<file path="config.mk">
export PLATFORM = sky130hd
export DESIGN_NAME = cma_core_map
export DESIGN_NICKNAME = d
export VERILOG_FILES = /design/src/hw/cma_pkg.sv /design/src/hw/cma_ram.sv /design/src/hw/cma_core_map.sv
export SDC_FILE = /design/constraint.sdc
export NUM_CORES = 2
export LEC_CHECK = 0
export ABC_AREA = 1
export BUFFER_PORTS_ARGS = -buffer_cell sky130_fd_sc_hd__buf_2
export CORE_ASPECT_RATIO = 1.75
export CORE_MARGIN = 5
export CORE_UTILIZATION = 60
export DETAILED_ROUTE_END_ITERATION = 7
export PLACE_DENSITY = 0.76
export SLEW_MARGIN = 20
export SYNTH_ARGS = -nofsm -noshare
export SYNTH_HDL_FRONTEND = slang
export SYNTH_HIERARCHICAL = 1
export SYNTH_SLANG_ARGS = --single-unit
</file>
<file path="constraint.sdc">
create_clock -name i_clk_sys -period 6.2 [get_ports i_clk_sys]
set_clock_uncertainty 0.05 [all_clocks]
set_input_delay 0.93 -clock i_clk_sys [delete_from_list [all_inputs] [get_ports i_clk_sys]]
set_output_delay 0.93 -clock i_clk_sys [all_outputs]
set_load 0.05 [all_outputs]
</file>
<file path="src/hw/cma_pkg.sv">
// Purpose: Constants and carrier types for the core memory address map
// Assumes: 20 MHz core clock, single reset domain
// Notes:   Offsets are internal data addresses of the special registers
//
// Summary of operation
// After reset the first instruction fetch is from program address 0000H.
// Each interrupt source has a fixed vector, slots 8 bytes apart.
// Above 7FH direct goes to special registers, indirect to upper RAM.
// Upper 128-byte RAM answers indirect accesses only, never direct.
// Lower 128 bytes reachable by both direct and indirect accesses.
// Lowest 32 bytes are four banks of eight working registers.
// 16 bytes above the banks are bit addressable as bits 00H-7FH.
// Special registers at addresses ending 0H or 8H are bit addressable.
// One-byte data addresses reach 384 bytes via direct/indirect split.
// Machine cycle is two clocks; instructions take 1, 2 or 4 cycles.
// Decoder accepts instructions of one, two or three bytes.
// Program store moves accumulator to program RAM at pointer, increments.
// External data accesses use the 16-bit data pointer as address.
// Program counter is 16 bits and covers 64 kilobytes.
// Extended areas reached through special registers, 8 bits at a time.
// Two or four priority levels, up to 24 maskable sources.
// Debug pins are inputs with pull-ups during reset.
// Programmer on debug pins at power-on switches them to programming use.
// Configuration option picks external reset or general port bit.
// Bank select bits are cleared at reset, bank zero active.
package cma_pkg;
  localparam logic [15:0] RESET_PC      = 16'h0000;
  localparam logic [15:0] VEC_BASE      = 16'h0003;
  localparam int          VEC_SPACING   = 8;
  localparam logic [7:0]  LOWER_TOP     = 8'h7F;
  localparam logic [7:0]  BANK_TOP      = 8'h1F;
  localparam logic [7:0]  BIT_AREA_BASE = 8'h20;
  localparam logic [7:0]  ADR_SP        = 8'h81;
  localparam logic [7:0]  ADR_DPL       = 8'h82;
  localparam logic [7:0]  ADR_DPH       = 8'h83;
  localparam logic [7:0]  ADR_SECOND_POINTER_LOW      = 8'h84;
  localparam logic [7:0]  ADR_SECOND_POINTER_HIGH      = 8'h85;
  localparam logic [7:0]  ADR_PSW       = 8'hD0;
  localparam logic [7:0]  ADR_ACC       = 8'hE0;
  localparam logic [7:0]  ADR_AUX       = 8'hF0;
  localparam logic [7:0]  RST_SP        = 8'h07;
  localparam logic [7:0]  RST_ZERO      = 8'h00;
  localparam int          PSW_RS_LSB    = 3;
  localparam int          CYC_PER_MC    = 2;
  localparam int          NUM_IRQ       = 24;

  // Access kind presented by the execution unit
  typedef enum logic [2:0]
  {
    CMA_OP_NONE   = 3'b000,
    CMA_OP_DIRECT = 3'b001,
    CMA_OP_INDIR  = 3'b010,
    CMA_OP_REG    = 3'b011,
    CMA_OP_BIT    = 3'b100,
    CMA_OP_PSTORE = 3'b101,
    CMA_OP_XDATA  = 3'b110,
    CMA_OP_IRQ    = 3'b111
  } cma_op_t;

  // One request from the execution unit
  typedef struct packed
  {
    cma_op_t     op;
    logic        wr;
    logic [7:0]  addr;
    logic [7:0]  wdata;
    logic [1:0]  len;
    logic [1:0]  mcycles;
  } cma_req_t;

  // Answer back to the execution unit
  typedef struct packed
  {
    logic        done;
    logic        err;
    logic [7:0]  rdata;
    logic [15:0] pc;
  } cma_rsp_t;

  // Program or external data memory strobe
  typedef struct packed
  {
    logic        en;
    logic        wr;
    logic [15:0] addr;
    logic [7:0]  wdata;
  } cma_ext_t;
endpackage

</file>
<file path="src/hw/cma_ram.sv">
// Purpose: Internal data RAM, registered read port
// Assumes: One access per cycle, read data gives the old contents during a write
// Notes:   Depth parameter covers lower and upper halves together
module cma_ram
#(
  parameter int DEPTH = 256,
  parameter int AW    = 8
)
(
  input  wire logic          i_clk_sys,
  input  wire logic          i_we,
  input  wire logic [AW-1:0] i_addr,
  input  wire logic [7:0]    i_wdata,
  output logic      [7:0]    o_rdata
);
  logic [7:0] mem [DEPTH];
  logic [7:0] rdata_reg;
  logic [7:0] rdata_next;

  // Read path; no reset so the array maps to block RAM
  always_comb
  begin
    rdata_next = mem[i_addr];
  end

  always_ff @(posedge i_clk_sys)
  begin
    if (i_we)
    begin
      mem[i_addr] <= i_wdata;
    end
    rdata_reg <= rdata_next;
  end

  assign o_rdata = rdata_reg;
endmodule

</file>
<file path="src/hw/cma_core_map.sv">
// Purpose: Core address decode: RAM split, banks, bits, pointers, vectors
// Assumes: Execution unit holds a request stable until done
// Notes:   Each request runs whole machine cycles of two clocks each
module cma_core_map
#(
  parameter int NUM_IRQ = cma_pkg::NUM_IRQ
)
(
  input  wire logic              i_clk_sys,
  input  wire logic              i_reset,
  input  wire logic              i_req_valid,
  input  wire cma_pkg::cma_req_t i_req,
  input  wire logic [4:0]        i_irq_id,
  input  wire logic [7:0]        i_xdata_rdata,
  input  wire logic              i_cfg_reset_pin,
  input  wire logic              i_port5_bit2_pin,
  input  wire logic              i_por,
  input  wire logic              i_debug_data_pin,
  input  wire logic              i_debug_clock_pin,
  output cma_pkg::cma_rsp_t      o_rsp,
  output cma_pkg::cma_ext_t      o_pmem,
  output cma_pkg::cma_ext_t      o_xdata,
  output logic                   o_ext_reset,
  output logic                   o_port5_bit2,
  output logic                   o_debug_pullup,
  output logic                   o_debug_oe,
  output logic                   o_isp_mode,
  output logic [1:0]             o_bank
);
  typedef enum logic [1:0]
  {
    CMA_ST_IDLE = 2'b00,
    CMA_ST_EXEC = 2'b01,
    CMA_ST_DONE = 2'b10
  } cma_state_t;

  // Direct space above 7FH is never RAM
  function automatic logic is_sfr(input cma_pkg::cma_op_t op,
                                  input logic [7:0] a);
    is_sfr = (op == cma_pkg::CMA_OP_DIRECT) && (a > cma_pkg::LOWER_TOP);
  endfunction

  // Bit address to byte address
  function automatic logic [7:0] bit_byte(input logic [7:0] b);
    if (b <= cma_pkg::LOWER_TOP)
    begin
      bit_byte = cma_pkg::BIT_AREA_BASE + {4'h0, b[6:3]};
    end
    else
    begin
      bit_byte = {b[7:3], 3'b000};
    end
  endfunction

  cma_state_t  state_reg, state_next;
  logic [2:0]  cnt_reg, cnt_next;
  logic [15:0] pc_reg, pc_next;
  logic [7:0]  sp_reg, sp_next;
  logic [15:0] data_pointer_reg, data_pointer_next;
  logic [15:0] dptr1_reg, dptr1_next;
  logic [7:0]  psw_reg, psw_next;
  logic [7:0]  acc_reg, acc_next;
  logic [7:0]  aux_reg, aux_next;
  cma_pkg::cma_rsp_t rsp_reg, rsp_next;
  cma_pkg::cma_ext_t pmem_reg, pmem_next;
  cma_pkg::cma_ext_t xd_reg, xd_next;
  logic        err_next;
  logic [7:0]  sfr_rd;
  logic [7:0]  ram_addr;
  logic        ram_we;
  logic [7:0]  ram_rdata;
  logic        ram_sel;
  logic [7:0]  bbyte;
  logic [2:0]  need;
  logic [2:0]  dbg_s1_reg, dbg_s2_reg, dbg_s3_reg;
  logic [2:0]  dbg_in;
  logic [2:0]  dbg_reg, dbg_next;
  logic        isp_reg, isp_next;
  logic        rst_o_reg, p52_reg;

  // Decode of data address; upper half only by indirect use
  always_comb
  begin
    bbyte   = bit_byte(i_req.addr);
    ram_sel = 1'b0;
    ram_addr = i_req.addr;
    if (i_req.op == cma_pkg::CMA_OP_REG)
    begin
      ram_addr = {3'b000, psw_reg[cma_pkg::PSW_RS_LSB +: 2],
                  i_req.addr[2:0]};
      ram_sel  = 1'b1;
    end
    else if (i_req.op == cma_pkg::CMA_OP_INDIR)
    begin
      ram_sel = 1'b1;
    end
    else if (i_req.op == cma_pkg::CMA_OP_DIRECT)
    begin
      ram_sel = !is_sfr(i_req.op, i_req.addr);
    end
    else if (i_req.op == cma_pkg::CMA_OP_BIT)
    begin
      ram_addr = bbyte;
      ram_sel  = (i_req.addr <= cma_pkg::LOWER_TOP);
    end
  end

  // Write on the last clock of the request only
  assign ram_we = ram_sel && i_req.wr && (state_reg == CMA_ST_EXEC) &&
                  (cnt_reg == need - 3'd1) &&
                  (i_req.op != cma_pkg::CMA_OP_BIT);

  cma_ram #(.DEPTH(256), .AW(8)) u_ram
  (
    .i_clk_sys (i_clk_sys),
    .i_we      (ram_we),
    .i_addr    (ram_addr),
    .i_wdata   (i_req.wdata),
    .o_rdata   (ram_rdata)
  );

  // Special register read mux; extended areas reached through these
  // Decoded byte address, so a bit op finds its owning register
  always_comb
  begin
    sfr_rd = 8'h00;
    if (ram_addr == cma_pkg::ADR_SP)        sfr_rd = sp_reg;
    else if (ram_addr == cma_pkg::ADR_DPL)  sfr_rd = data_pointer_reg[7:0];
    else if (ram_addr == cma_pkg::ADR_DPH)  sfr_rd = data_pointer_reg[15:8];
    else if (ram_addr == cma_pkg::ADR_SECOND_POINTER_LOW) sfr_rd = dptr1_reg[7:0];
    else if (ram_addr == cma_pkg::ADR_SECOND_POINTER_HIGH) sfr_rd = dptr1_reg[15:8];
    else if (ram_addr == cma_pkg::ADR_PSW)  sfr_rd = psw_reg;
    else if (ram_addr == cma_pkg::ADR_ACC)  sfr_rd = acc_reg;
    else if (ram_addr == cma_pkg::ADR_AUX)  sfr_rd = aux_reg;
  end

  // Clocks per request: machine cycles times two
  always_comb
  begin
    case (i_req.mcycles)
      2'd0:    need = 3'd2;
      2'd1:    need = 3'd4;
      default: need = 3'd0; // four cycles wrap to eight clocks
    endcase
  end

  // Sequencer and architectural registers
  always_comb
  begin
    state_next = state_reg;
    cnt_next   = cnt_reg;
    pc_next    = pc_reg;
    sp_next    = sp_reg;
    data_pointer_next  = data_pointer_reg;
    dptr1_next = dptr1_reg;
    psw_next   = psw_reg;
    acc_next   = acc_reg;
    aux_next   = aux_reg;
    rsp_next   = rsp_reg;
    pmem_next  = '0;
    xd_next    = '0;
    err_next   = 1'b0;
    rsp_next.done = 1'b0;
    case (state_reg)
      CMA_ST_IDLE:
      begin
        if (i_req_valid)
        begin
          state_next = CMA_ST_EXEC;
          cnt_next   = 3'd0;
        end
      end
      CMA_ST_EXEC:
      begin
        cnt_next = cnt_reg + 3'd1;
        if (cnt_reg == need - 3'd1)
        begin
          state_next = CMA_ST_DONE;
          // Length field of zero is refused, as is an interrupt number of NUM_IRQ or more
          err_next = (i_req.len == 2'd0) ||
                     (i_req.op == cma_pkg::CMA_OP_IRQ &&
                      i_irq_id >= 5'(NUM_IRQ));
          rsp_next.err = err_next; // Stands until the next completion
          if (!err_next)
          begin
            pc_next = pc_reg + 16'(i_req.len);
          end
          rsp_next.rdata = ram_sel ? ram_rdata : sfr_rd;
          if (i_req.op == cma_pkg::CMA_OP_BIT)
          begin
            rsp_next.rdata = {7'h00, rsp_next.rdata[i_req.addr[2:0]]};
          end
          if (i_req.op == cma_pkg::CMA_OP_IRQ && !err_next)
          begin
            pc_next = cma_pkg::VEC_BASE +
                      16'(i_irq_id) * 16'(cma_pkg::VEC_SPACING);
          end
          if (i_req.op == cma_pkg::CMA_OP_PSTORE)
          begin
            pmem_next = '{en: 1'b1, wr: 1'b1, addr: data_pointer_reg,
                          wdata: acc_reg};
            data_pointer_next = data_pointer_reg + 16'h0001;
          end
          if (i_req.op == cma_pkg::CMA_OP_XDATA)
          begin
            xd_next = '{en: 1'b1, wr: i_req.wr, addr: data_pointer_reg,
                        wdata: i_req.wdata};
          end
          if (i_req.wr && is_sfr(i_req.op, i_req.addr))
          begin
            if (i_req.addr == cma_pkg::ADR_SP)
              sp_next = i_req.wdata;
            else if (i_req.addr == cma_pkg::ADR_DPL)
              data_pointer_next[7:0] = i_req.wdata;
            else if (i_req.addr == cma_pkg::ADR_DPH)
              data_pointer_next[15:8] = i_req.wdata;
            else if (i_req.addr == cma_pkg::ADR_SECOND_POINTER_LOW)
              dptr1_next[7:0] = i_req.wdata;
            else if (i_req.addr == cma_pkg::ADR_SECOND_POINTER_HIGH)
              dptr1_next[15:8] = i_req.wdata;
            else if (i_req.addr == cma_pkg::ADR_PSW)
              psw_next = i_req.wdata;
            else if (i_req.addr == cma_pkg::ADR_ACC)
              acc_next = i_req.wdata;
            else if (i_req.addr == cma_pkg::ADR_AUX)
              aux_next = i_req.wdata;
          end
        end
      end
      CMA_ST_DONE:
      begin
        rsp_next.done = 1'b1;
        state_next    = CMA_ST_IDLE;
      end
      default:
      begin
        state_next = CMA_ST_IDLE;
      end
    endcase
    rsp_next.pc  = pc_next;
  end

  always_ff @(posedge i_clk_sys or posedge i_reset)
  begin
    if (i_reset)
    begin
      state_reg <= CMA_ST_IDLE;
      cnt_reg   <= 3'd0;
      pc_reg    <= cma_pkg::RESET_PC;
      sp_reg    <= cma_pkg::RST_SP;
      data_pointer_reg  <= 16'h0000;
      dptr1_reg <= 16'h0000;
      psw_reg   <= cma_pkg::RST_ZERO;
      acc_reg   <= cma_pkg::RST_ZERO;
      aux_reg   <= cma_pkg::RST_ZERO;
      rsp_reg   <= '0;
      pmem_reg  <= '0;
      xd_reg    <= '0;
    end
    else
    begin
      state_reg <= state_next;
      cnt_reg   <= cnt_next;
      pc_reg    <= pc_next;
      sp_reg    <= sp_next;
      data_pointer_reg  <= data_pointer_next;
      dptr1_reg <= dptr1_next;
      psw_reg   <= psw_next;
      acc_reg   <= acc_next;
      aux_reg   <= aux_next;
      rsp_reg   <= rsp_next;
      pmem_reg  <= pmem_next;
      xd_reg    <= xd_next;
    end
  end

  // Pin synchronisers: stage one feeds stage two only
  always_ff @(posedge i_clk_sys or posedge i_reset)
  begin
    if (i_reset)
    begin
      // Idle high like the pulled-up pins, so no false low after reset
      dbg_s1_reg <= 3'b111;
      dbg_s2_reg <= 3'b111;
      dbg_s3_reg <= 3'b111;
    end
    else
    begin
      dbg_s1_reg <= {i_debug_data_pin, i_debug_clock_pin, i_port5_bit2_pin};
      dbg_s2_reg <= dbg_s1_reg;
      dbg_s3_reg <= dbg_s2_reg;
    end
  end

  // Accept a change once the last two stages agree
  always_comb
  begin
    dbg_in   = dbg_s2_reg;
    dbg_next = dbg_reg;
    for (int i = 0; i < 3; i++)
    begin
      if (dbg_s2_reg[i] == dbg_s3_reg[i])
      begin
        dbg_next[i] = dbg_in[i];
      end
    end
    // Programmer seen only while power-on reset is asserted
    isp_next = isp_reg;
    if (i_por)
    begin
      isp_next = (dbg_next[2:1] == 2'b00); // programmer holds both low
    end
  end

  // Reset-time pin state; pull-ups on, drivers off while in reset
  always_ff @(posedge i_clk_sys or posedge i_reset)
  begin
    if (i_reset)
    begin
      dbg_reg        <= 3'b111;
      isp_reg        <= 1'b0;
      o_debug_pullup <= 1'b1;
      o_debug_oe     <= 1'b0;
      rst_o_reg      <= 1'b0;
      p52_reg        <= 1'b0;
      o_bank         <= 2'b00;
    end
    else
    begin
      dbg_reg        <= dbg_next;
      isp_reg        <= isp_next;
      o_debug_pullup <= i_por;
      o_debug_oe     <= 1'b0;
      rst_o_reg      <= i_cfg_reset_pin && !dbg_next[0];
      p52_reg        <= i_cfg_reset_pin ? 1'b0 : dbg_next[0];
      o_bank         <= psw_next[cma_pkg::PSW_RS_LSB +: 2];
    end
  end

  assign o_rsp        = rsp_reg;
  assign o_pmem       = pmem_reg;
  assign o_xdata      = xd_reg;
  assign o_ext_reset  = rst_o_reg;
  assign o_port5_bit2 = p52_reg;
  assign o_isp_mode   = isp_reg;
endmodule

</file>
Yosys cells after proc, flatten, opt, wreduce, memory -nomap -nowiden
Memories as Yosys holds them, arrays and structs flattened. A register that Yosys moved wholly into a read port is not among the register bits.
Index checks and enable logic that the tools add are counted.
{"block": "word_totals", "ff_bits": 163, "n_memories": 1, "mem_bits_rw": 2048}
{"name": "u_ram.mem", "words": 256, "width": 8, "read_ports": 1, "rd_ports_with_merged_regs": 1, "wr": 1, "line": "cma_ram.sv:16", "source": "logic [7:0] mem [DEPTH];"}
{"block": "op_classes", "n_reduce_logical": 28, "n_mux": 48, "n_eq_ne": 34, "n_bitwise": 7, "magnitude_cmp": 4, "addsub": 6}
{"cell": "26-bit two-way mux", "count": 6}
{"cell": "8-bit two-way mux", "count": 18}
{"cell": "8-bit equality test (second input constant)", "count": 16}
{"cell": "16-bit two-way mux", "count": 5}
{"cell": "16-bit by 1-bit adder with 16-bit output (second input constant)", "count": 1}
{"cell": "16-bit by 2-bit adder with 16-bit output", "count": 1}
{"cell": "3-bit equality test (second input constant)", "count": 4}
{"cell": "1-bit two-way mux", "count": 12}
{"cell": "3-bit case mux with 2 select lines", "count": 2}
{"cell": "11-bit AND reduction", "count": 1}
{"cell": "10-bit AND reduction", "count": 1}
{"cell": "2-bit by 8-bit adder with 9-bit output (first input constant)", "count": 1}
{"cell": "1-bit logical AND", "count": 9}
{"cell": "9-bit AND reduction", "count": 1}
{"cell": "8-bit by 7-bit greater-than comparator with 1-bit output (second input constant)", "count": 1}
{"cell": "8-bit by 7-bit <= comparator with 1-bit output (second input constant)", "count": 1}
{"cell": "2-bit zero test", "count": 4}
{"cell": "8-bit AND reduction", "count": 1}
{"cell": "6-bit by 4-bit adder with 7-bit output (first input constant)", "count": 1}
{"cell": "1-bit inverter", "count": 7}
{"cell": "7-bit AND reduction", "count": 1}
{"cell": "3-bit by 2-bit equality test with 1-bit output (second input constant)", "count": 2}
{"cell": "2-bit AND reduction", "count": 3}
{"cell": "5-bit >= comparator (second input constant)", "count": 1}
{"cell": "20 further kinds", "count": 27}

Logic depth before layout (Yosys ltp)
{"block": "depth", "depth_word": 19, "mapped_depth": 20, "ltp_nobuf": 20}

Modules after synthesis
The synthesis kept the hierarchy.
{"module": "cma_ram", "n_inst": 1, "cells_per_inst": 8021, "seq_area_each_um2": 61659.1, "area_each_um2": 84856.4}
{"module": "cma_core_map", "n_inst": 1, "cells_per_inst": 870, "seq_area_each_um2": 4073.9, "area_each_um2": 7460.9}

Least setup slack after synthesis
Ideal clock, no wire load.
{"block": "synth_timing", "kind": "input to register", "from": "input port i_req[21] (netlist name)", "to": "memory u_ram.mem[101][0], enable pin", "t_arrival_ps": 2962, "path_stages": 13, "path_slack_ps": 2818, "required_ps": 5780, "setup_ps": 370, "n_path_buf": 4, "cell_sequence": "nor2_2 -> nand3_2 -> o21ai_2 -> inv_2 -> buf_2 -> buf_6 -> buf_2 -> nor2_1 -> inv_1 -> nor2_1 -> nand2_1 -> buf_2 -> nor2_1"}
{"item": "start: declaration", "line": "cma_core_map.sv:12", "source": "input wire cma_pkg::cma_req_t i_req,"}
{"item": "3-bit equality test", "line": "cma_core_map.sv:101", "source": "else if (i_req.op == cma_pkg::CMA_OP_BIT)"}
{"item": "8-bit two-way mux", "line": "cma_core_map.sv:101"}
{"item": "8-bit two-way mux", "line": "cma_core_map.sv:97", "source": "else if (i_req.op == cma_pkg::CMA_OP_DIRECT)"}
{"item": "8-bit two-way mux", "line": "cma_core_map.sv:93", "source": "else if (i_req.op == cma_pkg::CMA_OP_INDIR)"}
{"item": "8-bit two-way mux (*)", "line": "cma_core_map.sv:87", "source": "if (i_req.op == cma_pkg::CMA_OP_REG)"}
{"item": "named net ram_addr[0]", "line": "cma_core_map.sv:69", "source": "logic [7:0] ram_addr;"}
{"item": "end: declaration", "line": "cma_ram.sv:16"}
The timed path passes the listed nets; every way through them passes the cells marked *.

Final worst setup path
{"block": "layout_timing", "from": "input port i_req[21] (netlist name)", "to": "register u_ram.rdata_reg[0] (netlist: u_ram/o_rdata[0]), read port of u_ram.mem"}
{"block": "layout_via", "elab_chain_len": 5}
{"item": "3-bit equality test", "line": "cma_core_map.sv:101"}
{"item": "8-bit two-way mux", "line": "cma_core_map.sv:101"}
{"item": "8-bit two-way mux", "line": "cma_core_map.sv:97"}
{"item": "8-bit two-way mux", "line": "cma_core_map.sv:93"}
{"item": "8-bit two-way mux (*)", "line": "cma_core_map.sv:87"}
{"item": "named net ram_addr[0]", "line": "cma_core_map.sv:69"}
{"item": "end: declaration", "line": "cma_ram.sv:17", "source": "logic [7:0] rdata_reg;"}
Marked as above.
A chain may end at the register's enable or synchronous reset.

==> summary.md <==
| Metric | Value |
|---|---|
| Maximum clock path buffer count | `4` |
| Mapped Avg Cell Area | `10.4 um^2` |
| Sequential share of the synthesized area | `71.2%` |
| Fmax | `236 MHz` |
| Final GP Congestion | `1.00` |
| Multi-input gate area | `0.0241 mm^2` |
| Outcome | `complete, no violations` |
| Crit path max-delay family | `simple AND/OR/NAND/NOR gates` |
| GRT Util Overall | `29.4%` |
| DR WL met3 | `17.3 mm` |
| Core Region | `0.153 mm^2` |
| Die span in y | `529 um` |
| Vias in the first global route | `62163` |
| Met2 WL | `122 mm` |
| Post-synth ARST share | `7.30%` |
| CTS resizes | `0` |
| First-pass GRT wire length | `362 mm` |
| Comb pwr share | `9.3%` |
| Lkg Pwr | `0.0407 uW` |
| Largest net degree at the start of global routing | `187` |
| Critical Path Sink Type | `flip-flop` |
| First drt pass iteration count | `8` |
| HPWL Detailed | `147 mm` |
| Width of the die | `307 um` |
| Netlist cell types | `53` |
| Max reg flops | `2048` |
| Area share of and/or/nand/nor cells after synthesis | `23.8%` |
| Net Sw Frac | `24.3%` |
| Metal1 wirelength | `78.9 mm` |
| Hold Fails Final Rpt | `0` |
| Critical path required time | `6.82 ns` |
| Post-DRT Antenna Nets | `0` |
| Slew Limit Fails | `0` |
| Largest cells by area after synthesis | `edfxtp_1 (67%), nand2_1 (20%), dfrtp_1 (4.0%)` |
| Port Buf Inserts | `120` |
| Largest family of logic cells by synthesized area | `simple AND/OR/NAND/NOR gates` |
| Least-Margin Pin Slew | `1.13 ns` |
| # DRC | `0` |
| Slowest stage delay, CP | `0.43 ns` |
| Dpl ws | `1.38 ns` |
| H-tree depth | `4` |
| Worst-path cell chain | `buf_2 -> nor2_2 -> nand3_2 -> o21ai_4 -> buf_12 -> nor2_8 -> buf_12 -> nand2_1 -> nand3_1 -> nand2_1 -> nand2_1 -> o21ai_1 -> nand2_1 -> nor2_1 -> nor2_1 -> nor2_1 -> nand2_1` |
| Fin crit period | `4.24 ns` |
| Clk root buf | `clkbuf_16` |
| Sequential Area | `0.0657 mm^2` |
| Internal | `23400 uW` |
| Syn Nets | `8942` |
| Power Density | `307 mW/mm^2` |
| Global route total overflow | `0` |
| # nets final | `8927` |
| Most frequent cells in the layout | `nand2_1 (4924), edfxtp_1 (2048), nor2_1 (472), nand3_1 (239), clkbuf_16 (196)` |
| Total number of vias | `62563` |
| Post-synth EDFFs | `2048` |
| Starting Density | `60.3%` |
| Yosys top cell area share | `66.6%` |
| Hold Crit Class | `primary input to flip-flop` |
| Clock tree sinks | `2218` |
| Post-synthesis mux area share | `0.0108%` |
| Sequential share of power | `53.6%` |
| TritonCTS clock tree | `yes` |
| Worst slew margin | `24.4%` |
| TritonCTS Buffers | `192` |
| Drt wl/cell | `21.9 um` |
| # Max-Cap Violations | `0` |
| CP bufs+invs | `3` |
| Critical path arrival | `4.87 ns` |
| Final setup fails | `0` |
| Max VDD drop | `0.280 mV` |
| Post-Synthesis Cells | `8891` |
| CP Launch Type | `primary input` |
| Synthesized-area fraction occupied by adder cells | `0.100%` |
| Die Area | `0.162 mm^2` |
| Ys Warns | `6` |
| Clock share of power | `37.0%` |
| Most used flip-flop cell after synthesis | `edfxtp_1` |
| Unrepaired setup endpoints after global routing | `false` |
| Fin worst setup slack | `1.96 ns` |
| WS Path Type | `primary input to flip-flop` |
| Total chip power | `30900 uW` |
| Cell row count | `190` |
| Total negative slack | `0 ns` |
| Commonest non-fill, non-tap cell in the layout | `nand2_1` |
| Cell mode on critical path | `nand2_1` |
| Crit path max fanout | `146` |
| Yosys top cell by area | `edfxtp_1` |
| Post CTS Setup Buffer Count | `0` |
| # fillers | `11033` |
| First DRT Iteration DRCs | `6675` |
| Synth Register Bits | `2218` |
| Top layer in use | `met4` |
| Later-pin clock latency in the skew report | `0.83 ns` |
| # hold bufs at CTS | `0` |
| Via density | `5.66` |
| I/O pin count | `130` |
| Synth-to-Final Area Change | `9.07%` |
| Post-synthesis xor/xnor area fraction | `0.114%` |
| Synth Area in Compound Gates | `2.01%` |
| CP max-delay cell | `o21ai_4` |
| Initial antenna violation count | `4` |
| Final wirelength | `242 mm` |
| Layout cells sized above 1 | `6.28%` |
| Mapped Area | `0.0923 mm^2` |
| Period utilisation layout | `68.4%` |
| Final core utilization | `65.8%` |
| Worst-path clk slew | `0.07 ns` |
| Top reg by flops | `u_ram/mem` |
| Sw power | `7500 uW` |
cells in the mapped netlist, drive strengths merged, types with 2 or more instances:
library cell / n
o211ai: 5
nor4: 7
o21a: 2
a32o: 2
buf: 254
dfstp: 16
inv: 142
clkbuf: 187
nor2: 483
a211oi: 2
nand3: 242
a21oi: 68
dfrtp: 146
clkinv: 2
or2: 3
nand4: 19
a21o: 2
o22ai: 3
nor3: 22
a22o: 4
dfxtp: 8
edfxtp: 2048
a31oi: 3
ha: 5
xor2: 11
nand2: 4935
o21ai: 260
worst register-to-register path, stage by stage, from the launching register on:
cell     delay, ns
dfrtp_1       0.41
xor2_1        0.16
nor2_1        0.09
nand2_1       0.19
nor2_4        0.15
nand2_1       0.15
nor3_2        0.23
buf_4         0.34
nand3_1       0.70
nor2_1        1.05
final timing paths:
check,start,end,slack [ns],cells after the start
min in group asynchronous,i_reset,o_rsp[1]$_DFFE_PP0P_,0.29,2
min reg2reg,dbg_s1_reg[0]$_DFF_PP1_,dbg_in[0]$_DFF_PP1_,0.31,0
max in group asynchronous,i_reset,data_pointer_reg[6]$_DFFE_PP0P_,4.52,3
max reg2reg,cnt_reg[2]$_DFFE_PP0P_,u_ram/mem[146][1]$_DFFE_PP_,2.31,9
min,i_debug_clock_pin,dbg_s1_reg[1]$_DFF_PP1_,0.17,1
max,i_req[21],u_ram/o_rdata[0]$_DFF_P_,1.96,17
kinds of logic (layout without fill, tap and decap cells):
group,after synthesis,count (layout)
and+or+nand+nor,5713,5713
muxes,1,1
adders and majority gates,7,7
DFF,2218,2218
xor gates and xnor gates,12,12
buffers and inverters,585,717
AOI/OAI and AO/OA,354,354
other,1,6
metal layers:
metal,vias to the layer above,GRT usage [%]
met5,-,0
met4,0,23.4
met3,808,3.42
met2,2883,51.7
met1,29760,32.2
li1,29112,-
final cells by class:
class	instances	area share, %
multi-input combinational	6088	23.9
sequential	2218	65.3
antenna	5	0.0124
timing repair buffer	232	1.83
tap	2016	2.51
clock inverter	103	0.779
inverter	144	0.575
clock buffer	238	5.08
power by group through the flow:
stage | combinational (uW) | sequential, uW | clock, uW
after floorplan | 1510 | 17100 | 0
final | 2880 | 16600 | 11500
after CTS | 2840 | 16600 | 11600
after global routing | 3110 | 16600 | 12200
after detailed placement | 2820 | 16900 | 0
after global placement | 2760 | 16900 | 0
through the flow:
stage | instances | area [um^2] | hold slack [ns]
after floorplan | 8891 | 92300 | 0.295
after global placement | 10697 | 94800 | 0.298
after detailed placement | 10697 | 94800 | 0.299
after CTS | 11038 | 101000 | 0.119
after global routing | 11040 | 101000 | 0.142
final | 11044 | 101000 | 0.171
No activity file was read; power rests on OpenSTA's default activity.
